**src/rtl/host_map_consts.svh**
```systemverilog
// Constants of the host register space map: offsets, reset values, timing.
// Assumes inclusion by bare name from the package and the top module.
`ifndef HOST_MAP_CONSTS_SVH
`define HOST_MAP_CONSTS_SVH

// ****************************************************************
// Configuration space offsets (byte addresses, dword aligned).
// ****************************************************************
`define CFG_OFF_ID        8'h00
`define CFG_OFF_CMD       8'h04
`define CFG_OFF_CLASS     8'h08
`define CFG_OFF_BAR       8'h10
`define CFG_OFF_SUBSYS    8'h2C
`define CFG_OFF_SPARE     8'h40
`define CFG_CMD_MEM_BIT   1
`define CFG_BAR_LSB       13
`define CFG_CLASS_RESET   24'h070002

// ****************************************************************
// Memory window layout inside the 8K region.
// ****************************************************************
`define WIN_CHAN_LSB      10
`define WIN_GLOBAL_BASE   10'h080
`define WIN_INT_BASE      10'h080
`define WIN_DATA_PORT     10'h000
`define BURST_MAX         9'h100

// ****************************************************************
// Serial configuration memory framing and timing.
// ****************************************************************
`define MEM_BOOT_WORDS    3'h7
`define MEM_BLANK_WORD    16'hFFFF
`define MEM_CMD_BITS      5'h09
`define MEM_FRAME_BITS    5'h19
`define MEM_OP_READ       3'h6
`define MEM_OP_WRITE      3'h5
`define MEM_OP_EWEN       9'h130
`define CORE_CLK_MHZ      25
`define SCK_HALF_NS       500
`define SCK_HALF_CYC      ((`SCK_HALF_NS * `CORE_CLK_MHZ + 999) / 1000)

`endif

```
**src/rtl/host_map_pkg.sv**
```systemverilog
// Types shared by the host register space map.
// Assumes the constants header sits beside this file.
package host_map_pkg;
  `include "host_map_consts.svh"

  // Serial engine states.
  typedef enum logic [1:0] {ST_IDLE, ST_FRAME, ST_GAP, ST_POLL} mem_state_t;

  // Operation the serial engine is carrying out.
  typedef enum logic [1:0] {OP_BOOT, OP_READ, OP_EWEN, OP_WRITE} mem_op_t;
endpackage

```
**src/rtl/host_register_space_map.sv**
```systemverilog
// Host register space map: configuration space, 8K memory window decode with
// burst support, and the serial configuration memory engine.
// Assumes a link core that presents config and memory beats on core_clk and a
// register fabric that answers fab_rdata in the cycle of fab_stb_ff.
`include "host_map_consts.svh"

module host_register_space_map
  import host_map_pkg::*;
#(
  parameter logic [15:0] DEF_VENDOR = 16'h1111, // Arbitrary neutral value.
  parameter logic [15:0] DEF_DEVICE = 16'h2222, // Arbitrary neutral value.
  parameter logic [15:0] DEF_SUBVEN = 16'h3333, // Arbitrary neutral value.
  parameter logic [15:0] DEF_SUBSYS = 16'h4444, // Arbitrary neutral value.
  parameter logic [7:0]  REVISION   = 8'h01     // Arbitrary neutral value.
) (
  input  wire logic        core_clk,
  input  wire logic        rstn,
  input  wire logic        cfg_req,
  input  wire logic        cfg_wr,
  input  wire logic [7:0]  cfg_off,
  input  wire logic [31:0] cfg_wdata,
  output logic             cfg_ack_ff,
  output logic [31:0]      cfg_rdata_ff,
  input  wire logic        mem_valid,
  input  wire logic        mem_first,
  input  wire logic        mem_wr,
  input  wire logic [31:0] mem_addr,
  input  wire logic [7:0]  mem_wdata,
  output logic             mem_ack_ff,
  output logic             mem_miss_ff,
  output logic [7:0]       mem_rdata_ff,
  output logic             fab_stb_ff,
  output logic             fab_wr_ff,
  output logic             fab_global_ff,
  output logic [2:0]       fab_chan_ff,
  output logic [9:0]       fab_off_ff,
  output logic [7:0]       fab_wdata_ff,
  input  wire logic [7:0]  fab_rdata,
  input  wire logic [7:0]  chan_irq,
  input  wire logic        timer_irq,
  input  wire logic        mpio_irq,
  input  wire logic        wake_irq,
  input  wire logic        nv_req,
  input  wire logic        nv_wr,
  input  wire logic [5:0]  nv_addr,
  input  wire logic [15:0] nv_wdata,
  output logic             nv_busy_ff,
  output logic             nv_done_ff,
  output logic [15:0]      nv_rdata_ff,
  output logic             cfg_mem_select,
  output logic             cfg_mem_serial_clock,
  output logic             cfg_mem_data_in,
  input  wire logic        cfg_mem_data_out
);

  localparam logic [4:0] SCK_HALF = 5'(`SCK_HALF_CYC); // Core cycles per half bit.

  // Builds a 25-bit frame: three-bit slot of start bit and two-bit opcode, address, data.
  function automatic logic [24:0] frame(input logic [2:0] op, input logic [5:0] a,
                                        input logic [15:0] d);
    frame = {op, a, d};
  endfunction

  // ****************************************************************
  // Serial configuration memory engine.
  // ****************************************************************
  logic             do_meta_ff;     // First synchroniser stage.
  logic             do_sync_ff;     // Second synchroniser stage.
  logic [4:0]       div_ff,   nxt_div;    // Half-bit divider.
  logic             tick;                 // One-cycle half-bit enable.
  mem_state_t       st_ff,    nxt_st;     // Engine state.
  mem_op_t          op_ff,    nxt_op;     // Current operation.
  logic [24:0]      sr_ff,    nxt_sr;     // Outgoing bits, MSB first.
  logic [15:0]      rd_ff,    nxt_rd;     // Captured incoming bits.
  logic [4:0]       cnt_ff,   nxt_cnt;    // Bits left in frame.
  logic             ph_ff,    nxt_ph;     // Serial clock phase.
  logic [2:0]       idx_ff,   nxt_idx;    // Boot word index.
  logic             pres_ff,  nxt_pres;   // Memory holds valid words.
  logic [5:0]       wa_ff,    nxt_wa;     // Pending write address.
  logic [15:0]      wd_ff,    nxt_wd;     // Pending write data.
  logic [15:0]      id_ff [8];            // Identity and override words.
  logic [15:0]      nxt_id [8];
  logic             nxt_busy, nxt_done, nxt_cs, nxt_sck;
  logic [15:0]      nxt_nvrd;

  assign tick = (div_ff == 5'h00);

  // Chooses the next engine values; ticks pace every serial transition except the select rise on a host request.
  always_comb begin
    nxt_div  = tick ? SCK_HALF - 5'h01 : div_ff - 5'h01;
    nxt_st   = st_ff;
    nxt_op   = op_ff;
    nxt_sr   = sr_ff;
    nxt_rd   = rd_ff;
    nxt_cnt  = cnt_ff;
    nxt_ph   = ph_ff;
    nxt_idx  = idx_ff;
    nxt_pres = pres_ff;
    nxt_wa   = wa_ff;
    nxt_wd   = wd_ff;
    nxt_id   = id_ff;
    nxt_done = 1'b0;
    nxt_nvrd = nv_rdata_ff;
    nxt_cs   = cfg_mem_select;
    nxt_sck  = cfg_mem_serial_clock;
    case (st_ff)
      ST_IDLE: begin
        // Host data access; refused while busy, no strobe is kept.
        if (nv_req) begin
          nxt_st  = ST_FRAME;
          nxt_cs  = 1'b1;
          nxt_ph  = 1'b0;
          nxt_wa  = nv_addr;
          nxt_div = SCK_HALF - 5'h01; // Full low half before the first rise.
          nxt_wd  = nv_wdata;
          nxt_op  = nv_wr ? OP_EWEN : OP_READ;
          nxt_sr  = nv_wr ? {`MEM_OP_EWEN, 16'h0000}
                          : frame(`MEM_OP_READ, nv_addr, 16'h0000);
          nxt_cnt = nv_wr ? `MEM_CMD_BITS : `MEM_FRAME_BITS;
        end
      end
      ST_FRAME: begin
        if (tick) begin
          if (!ph_ff) begin
            nxt_sck = 1'b1;
            nxt_rd  = {rd_ff[14:0], do_sync_ff};
            nxt_ph  = 1'b1;
          end else begin
            nxt_sck = 1'b0;
            nxt_sr  = {sr_ff[23:0], 1'b0};
            nxt_cnt = cnt_ff - 5'h01;
            nxt_ph  = 1'b0;
            if (cnt_ff == 5'h01) begin
              nxt_cs = 1'b0;
              nxt_st = ST_GAP;
            end
          end
        end
      end
      ST_GAP: begin
        if (tick) begin
          nxt_st = ST_IDLE;
          case (op_ff)
            OP_BOOT: begin
              // A blank first word means no memory: defaults stay.
              if (idx_ff == 3'h0) begin
                nxt_pres = (rd_ff != `MEM_BLANK_WORD);
              end
              if (idx_ff == 3'h0 ? (rd_ff != `MEM_BLANK_WORD) : pres_ff) begin
                nxt_id[idx_ff] = rd_ff;
              end
              if (idx_ff != `MEM_BOOT_WORDS) begin
                nxt_idx = idx_ff + 3'h1;
                nxt_st  = ST_FRAME;
                nxt_cs  = 1'b1;
                nxt_sr  = frame(`MEM_OP_READ, {3'h0, idx_ff + 3'h1}, 16'h0000);
                nxt_cnt = `MEM_FRAME_BITS;
              end
            end
            OP_READ: begin
              nxt_nvrd = rd_ff;
              nxt_done = 1'b1;
            end
            OP_EWEN: begin
              nxt_op  = OP_WRITE;
              nxt_st  = ST_FRAME;
              nxt_cs  = 1'b1;
              nxt_sr  = frame(`MEM_OP_WRITE, wa_ff, wd_ff);
              nxt_cnt = `MEM_FRAME_BITS;
            end
            default: begin
              nxt_st = ST_POLL;
              nxt_cs = 1'b1;
            end
          endcase
        end
      end
      ST_POLL: begin
        // Memory signals write completion by driving its output high.
        if (tick && do_sync_ff) begin
          nxt_cs   = 1'b0;
          nxt_done = 1'b1;
          nxt_st   = ST_IDLE;
        end
      end
      default: nxt_st = ST_IDLE;
    endcase
    nxt_busy = (nxt_st != ST_IDLE);
  end

  // Registers the engine; reset starts the boot read of word zero.
  always_ff @(posedge core_clk) begin
    do_meta_ff <= cfg_mem_data_out;
    do_sync_ff <= do_meta_ff;
    if (!rstn) begin
      div_ff               <= SCK_HALF - 5'h01; // Data settles before the first rise.
      st_ff                <= ST_FRAME;
      op_ff                <= OP_BOOT;
      sr_ff                <= frame(`MEM_OP_READ, 6'h00, 16'h0000);
      rd_ff                <= 16'h0000;
      cnt_ff               <= `MEM_FRAME_BITS;
      ph_ff                <= 1'b0;
      idx_ff               <= 3'h0;
      pres_ff              <= 1'b0;
      wa_ff                <= 6'h00;
      wd_ff                <= 16'h0000;
      id_ff                <= '{DEF_VENDOR, DEF_SUBVEN, DEF_DEVICE, DEF_SUBSYS,
                                16'(`CFG_CLASS_RESET >> 8),
                                {8'(`CFG_CLASS_RESET), 8'h00},
                                16'h0000, 16'h0000};
      nv_busy_ff           <= 1'b1;
      nv_done_ff           <= 1'b0;
      nv_rdata_ff          <= 16'h0000;
      cfg_mem_select       <= 1'b1;
      cfg_mem_serial_clock <= 1'b0;
      cfg_mem_data_in      <= 1'b0;
    end else begin
      div_ff               <= nxt_div;
      st_ff                <= nxt_st;
      op_ff                <= nxt_op;
      sr_ff                <= nxt_sr;
      rd_ff                <= nxt_rd;
      cnt_ff               <= nxt_cnt;
      ph_ff                <= nxt_ph;
      idx_ff               <= nxt_idx;
      pres_ff              <= nxt_pres;
      wa_ff                <= nxt_wa;
      wd_ff                <= nxt_wd;
      id_ff                <= nxt_id;
      nv_busy_ff           <= nxt_busy;
      nv_done_ff           <= nxt_done;
      nv_rdata_ff          <= nxt_nvrd;
      cfg_mem_select       <= nxt_cs;
      cfg_mem_serial_clock <= nxt_sck;
      cfg_mem_data_in      <= nxt_cs & nxt_sr[24];
    end
  end

  // ****************************************************************
  // Configuration space.
  // ****************************************************************
  logic [31:`CFG_BAR_LSB] bar_ff, nxt_bar;  // Window base address.
  logic                   men_ff, nxt_men;  // Memory space enable.
  logic [31:0]            nxt_crd;

  // Answers config reads from identity words, command and BAR; takes BAR and command writes.
  always_comb begin
    nxt_bar = bar_ff;
    nxt_men = men_ff;
    nxt_crd = cfg_rdata_ff;
    if (cfg_req) begin
      case (cfg_off)
        `CFG_OFF_ID:     nxt_crd = {id_ff[2], id_ff[0]};
        `CFG_OFF_CMD:    nxt_crd = {30'h0, men_ff, 1'b0};
        `CFG_OFF_CLASS:  nxt_crd = {id_ff[4], id_ff[5][15:8], REVISION};
        `CFG_OFF_BAR:    nxt_crd = {bar_ff, 13'h0000};
        `CFG_OFF_SUBSYS: nxt_crd = {id_ff[3], id_ff[1]};
        `CFG_OFF_SPARE:  nxt_crd = {id_ff[7], id_ff[6]};
        default:         nxt_crd = 32'h00000000;
      endcase
      if (cfg_wr && cfg_off == `CFG_OFF_BAR) begin
        nxt_bar = cfg_wdata[31:`CFG_BAR_LSB];
      end
      if (cfg_wr && cfg_off == `CFG_OFF_CMD) begin
        nxt_men = cfg_wdata[`CFG_CMD_MEM_BIT];
      end
      if (cfg_wr) begin
        nxt_crd = 32'h00000000;
      end
    end
  end

  // Registers configuration state; every request is answered next cycle.
  always_ff @(posedge core_clk) begin
    if (!rstn) begin
      bar_ff       <= '0;
      men_ff       <= 1'b0;
      cfg_ack_ff   <= 1'b0;
      cfg_rdata_ff <= 32'h00000000;
    end else begin
      bar_ff       <= nxt_bar;
      men_ff       <= nxt_men;
      cfg_ack_ff   <= cfg_req;
      cfg_rdata_ff <= nxt_crd;
    end
  end

  // ****************************************************************
  // Memory window decode and burst tracking.
  // ****************************************************************
  logic [12:0] base_ff, nxt_base;   // Window offset of the burst start.
  logic [8:0]  beat_ff, nxt_beat;   // Beats taken in this burst.
  logic        s1_ff;               // Stage-one beat present.
  logic        s1_int_ff;           // Stage-one hits interrupt sources.
  logic        s1_miss_ff;          // Stage-one beat refused.
  logic [1:0]  s1_isel_ff;          // Interrupt source register select.
  logic [12:0] off;                 // Window offset of this beat.
  logic        hit, in_int, ok;
  logic        nxt_stb, nxt_glb;
  logic [7:0]  int_byte;

  // Offsets the beat inside the burst; the FIFO data port holds still.
  always_comb begin
    nxt_base = base_ff;
    nxt_beat = beat_ff;
    off      = mem_first ? mem_addr[12:0]
             : (base_ff[9:0] == `WIN_DATA_PORT) ? base_ff
             : base_ff + 13'(beat_ff);
    hit      = men_ff && (mem_addr[31:`CFG_BAR_LSB] == bar_ff || !mem_first);
    ok       = hit && (mem_first || beat_ff < `BURST_MAX);
    if (mem_valid) begin
      nxt_base = mem_first ? mem_addr[12:0] : base_ff;
      // A refused first beat parks the count, so its continuations miss too.
      nxt_beat = mem_first ? (ok ? 9'h001 : `BURST_MAX) : (ok ? beat_ff + 9'h001 : beat_ff);
    end
    // Globals live at 0x080 of channel zero's slice.
    nxt_glb = (off[12:`WIN_CHAN_LSB] == 3'h0) && (off[9:0] >= `WIN_GLOBAL_BASE);
    in_int  = nxt_glb && (off[9:2] == 8'(`WIN_INT_BASE >> 2));
    nxt_stb = mem_valid && ok && !in_int;
  end

  // Selects the interrupt source byte named in stage one.
  always_comb begin
    case (s1_isel_ff)
      2'h0:    int_byte = chan_irq;
      2'h1:    int_byte = {5'h00, wake_irq, mpio_irq, timer_irq};
      2'h2:    int_byte = 8'h00;
      default: int_byte = 8'h00;
    endcase
  end

  // Stage one strobes the fabric; stage two returns the answer.
  always_ff @(posedge core_clk) begin
    if (!rstn) begin
      base_ff       <= 13'h0000;
      beat_ff       <= 9'h000;
      s1_ff         <= 1'b0;
      s1_int_ff     <= 1'b0;
      s1_miss_ff    <= 1'b0;
      s1_isel_ff    <= 2'h0;
      fab_stb_ff    <= 1'b0;
      fab_wr_ff     <= 1'b0;
      fab_global_ff <= 1'b0;
      fab_chan_ff   <= 3'h0;
      fab_off_ff    <= 10'h000;
      fab_wdata_ff  <= 8'h00;
      mem_ack_ff    <= 1'b0;
      mem_miss_ff   <= 1'b0;
      mem_rdata_ff  <= 8'h00;
    end else begin
      base_ff       <= nxt_base;
      beat_ff       <= nxt_beat;
      s1_ff         <= mem_valid;
      s1_int_ff     <= mem_valid && ok && in_int && !mem_wr;
      s1_miss_ff    <= !ok;
      s1_isel_ff    <= off[1:0];
      fab_stb_ff    <= nxt_stb;
      fab_wr_ff     <= nxt_stb && mem_wr;
      fab_global_ff <= nxt_glb;
      fab_chan_ff   <= off[12:`WIN_CHAN_LSB];
      fab_off_ff    <= off[9:0];
      fab_wdata_ff  <= mem_wdata;
      mem_ack_ff    <= s1_ff;
      mem_miss_ff   <= s1_ff && s1_miss_ff;
      // Write beats answer zero; only read strobes return fabric data.
      mem_rdata_ff  <= s1_int_ff ? int_byte : (fab_stb_ff && !fab_wr_ff ? fab_rdata : 8'h00);
    end
  end

endmodule

```
**config.mk**
```make
export PLATFORM = sky130hd
export DESIGN_NAME = host_register_space_map
export DESIGN_NICKNAME = d
export VERILOG_FILES = /design/src/rtl/host_map_pkg.sv /design/src/rtl/host_register_space_map.sv
export VERILOG_INCLUDE_DIRS = /design/src /design/src/rtl
export SDC_FILE = /design/constraint.sdc
export NUM_CORES = 1
export LEC_CHECK = 0
export BUFFER_PORTS_ARGS = -buffer_cell sky130_fd_sc_hd__clkbuf_2
export CORE_MARGIN = 2
export CORE_UTILIZATION = 45
export CTS_CLUSTER_SIZE = 24
export DETAILED_ROUTE_END_ITERATION = 8
export PLACE_DENSITY = 0.68
export SYNTH_ARGS = -nofsm -noshare
export SYNTH_HDL_FRONTEND = slang
export SYNTH_SLANG_ARGS = --single-unit
```
**constraint.sdc**
```tcl
create_clock -name core_clk -period 6.6 [get_ports core_clk]
set_input_delay 0 -clock core_clk [delete_from_list [all_inputs] [get_ports core_clk]]
set_output_delay 0 -clock core_clk [all_outputs]
set_load 0.02 [all_outputs]
```
==> impl_metrics.csv <==
group,metric,value,unit
run_status,status,"finished, final reports clean",
clocking,cts_made_buffers,37,
setup_path,path_class,"reg -> reg",
die,core_area,32500,um^2
sta,relSlewSlack,20.1,%
setup_path,end_kind,"register",
logic_synthesis,synth_top_area_share,45.4,%
layout,nFillCells,2946,
sta,drv_slew,0,
clocking,cts_tree,"yes",
clocking,clock-sinks,337,
route,wl,40400,um
layout,n_antenna_cell,0,
setup_path,cp_data_arrival_time,4.21,ns
logic_synthesis,syn_avg_cell_area,8.80,um^2
route,postRouteAntennaNets,0,
global_routing,grt_antenna_before_repair,0,
clocking,insertion_delay,0.53,ns
power_and_ir_drop,power,4.39,mW
clocking,htree_levels,2,
sta,period_needed,3.81,ns
die,die_w,186,um
clocking,cts_resized,0,
die,die-area,34500,um^2
route,drt-pass1-iter-count,8,
route,routedWlPerCell,17.1,um
logic_synthesis,synth_most_common_cell,"dfxtp_1",
layout,syn_to_final_growth,21.9,%
sta,rsz0062_at_grt,"no",
setup_path,start_kind,"register",
sta,tightest_slew,1.20,ns
setup_path,path_delay_family,"simple AND/OR/NAND/NOR gates",
run,max-cap-violations,0,
layout,drive_gt1_share,15.4,%
route,vias,12900,
setup_path,cpPeakStageDelay,1.02,ns
logic_synthesis,seq_area_frac_synth,45.4,%
die,die_h,186,um
logic_synthesis,syn_inst,1689,
sta,setup-tns-final,0,ns
logic_synthesis,synthTopCellsByArea,"dfxtp_1 45%, nand2_1 7.6%, a21boi_0 7.4%",
logic_synthesis,synthTopCellsByCount,"337 x dfxtp_1, 299 x nand2_1, 146 x a21boi_0",
sta,final_hold_viol_count,0,
logic_synthesis,synthesis.nets,1842,
logic_synthesis,synth_largest_area_cell,"dfxtp_1",
layout,regArea,6750,um^2
logic_synthesis,synth-seq-cells,337,
global_routing,track_usage,22.6,%
route,route.detailed.drc,0,
logic_synthesis,ys.flop_type,"dfxtp_1",
clocking,hold_buffers,87,
setup_path,slowest_stage,"and3_1",
global_routing,grt_max_degree,118,
setup_path,crit_fanout,28,
setup_path,crit_buf_inv,1,
layout,fin_util,55.7,%
logic_synthesis,synth_warnings,0,
sta,fin_worst_skew,0.0311,ns
clocking,cts_buffer_depth,3,
sta,fin_crit_sh,57.8,%
power_and_ir_drop,peakVddDrop,0.000160,V
global_routing,grt_pass1_wl,63400,um
logic_synthesis,synth_edf_count,0,
clocking,cts-root-buf,"clkbuf_16",
setup_path,cp.required,6.99,ns
route,vias_per_cell,5.43,
logic_synthesis,synthDistinctLibCells,71,
die,start_util,45.7,%
power_and_ir_drop,power.leakage,7.01,nW
place,place.port_buffers,206,
layout,instances_no_fill,2371,
layout,multi_input_area,7520,um^2
place,post-place-cells,2217,
logic_synthesis,netlist_area,14900,um^2
die,num_rows,66,
setup_path,crit_chain,"inv_1 -> ha_1 -> or4b_1 -> nor3_2 -> o311ai_2 -> nor2_4 -> and3_1 -> mux2i_1 -> nor2b_1",
layout,nets,2054,
global_routing,overflow,0,
place,dpl.hpwl,25200,um
sta,clock.fmax,0.262,GHz
global_routing,grt_pass1_vias,12200,
logic_synthesis,async_reset_ff_share,0,%
clocking,cts.clk_slew.worst_paths,0.06,ns
route,drt_iter0_drc,1170,
worst_hold_path,hp-class,"in -> reg",
die,io_pins,219,
power_and_ir_drop,powerDensity,243,nW/um^2
clocking,postCtsSetupBuffers,0,
sta,setup_viol_count_final,0,
place,gp_congestion,0.835,
[cells by family (layout without fill, tap and decap cells)]
family | Yosys count | after routing | share of synthesized area, %
AOI/OAI and AO/OA | 412 | 412 | 20.5
adders and majority gates | 22 | 22 | 1.90
xor gates and xnor gates | 35 | 35 | 2.06
muxes | 55 | 55 | 3.71
buffers and inverters | 159 | 399 | 4.37
and+or+nand+nor | 669 | 669 | 22.1
DFF | 337 | 337 | 45.4
[layout make-up]
type,instances,share of cell area (%)
clock buffers,57,6.13
clock inverters,10,0.497
inverters,27,0.559
multi-input cells,1193,41.5
flip-flops and latches,337,37.2
well taps,442,3.05
repair buffers,305,11.0
[sequential cells by signal, summed over array words and instances, names as in the netlist, 6 cells and up]
signal	cells
bar_ff	19
fab_wdata_ff	8
nv_rdata_ff	16
mem_rdata_ff	8
fab_off_ff	10
beat_ff	9
id_ff	120
base_ff	13
sr_ff	25
wd_ff	16
rd_ff	16
wa_ff	6
cfg_rdata_ff	32
[report_power, final]
part	leakage (nW)	switching [mW]	internal (mW)
combinational	3.69	0.150	0.131
sequential	2.73	0.0212	2.06
clock	0.597	0.827	1.20
total	7.01	0.998	3.40
[final timing paths]
check        cells past startpoint             to  slack, ns  startpoint
max                              9       id_ff[3]       2.79   div_ff[0]
min                              3  fab_off_ff[5]       0.07   mem_first
max reg2reg                      9       id_ff[3]       2.79   div_ff[0]
min reg2reg                      0     do_sync_ff       0.33  do_meta_ff
[cell usage in the layout, fill, tap and decap left out, types with 12 or more instances in the layout]
cell type | synthesis | routed
dfxtp_1 | 337 | 337
nand2_1 | 299 | 299
clkbuf_2 | 0 | 205
a21boi_0 | 146 | 146
nor2b_1 | 111 | 111
nand3_1 | 105 | 105
dlygate4sd3_1 | 0 | 87
a22oi_1 | 66 | 66
mux2i_1 | 54 | 54
a21oi_1 | 49 | 49
clkbuf_16 | 0 | 37
and2_1 | 34 | 34
nor2_1 | 34 | 32
inv_1 | 27 | 27
a222oi_1 | 26 | 26
o21ai_0 | 26 | 26
o21a_1 | 25 | 25
xnor2_1 | 24 | 24
ha_1 | 21 | 21
a22o_1 | 17 | 17
nand4_1 | 15 | 15
buf_4 | 1 | 12
[layer usage]
metal	routed length, um	vias to the layer above	track usage, %
met5	0	-	0
met4	724	0	5.54
met3	2750	54	4.30
met2	18500	390	37.5
met1	18400	6113	30.4
li1	-	6324	-
[through the flow]
| step | setup WS (ns) | hold WS [ns] | instance area (um^2) |
|---|---|---|---|
| after CTS | 2.79 | 0.0413 | 18100 |
| after detailed placement | 2.82 | 0.105 | 16000 |
| after floorplan | 3.89 | 0.0277 | 14900 |
| final | 2.79 | 0.0698 | 18100 |
| after global routing | 2.56 | 0.117 | 18100 |
| after global placement | 2.84 | 0.104 | 16000 |
[worst min-delay path, cell delays in order]
cell      delay [ns]
clkbuf_2        0.31
nand2_1         0.15
a21boi_0        0.07
(Power assumes the default switching activity.)
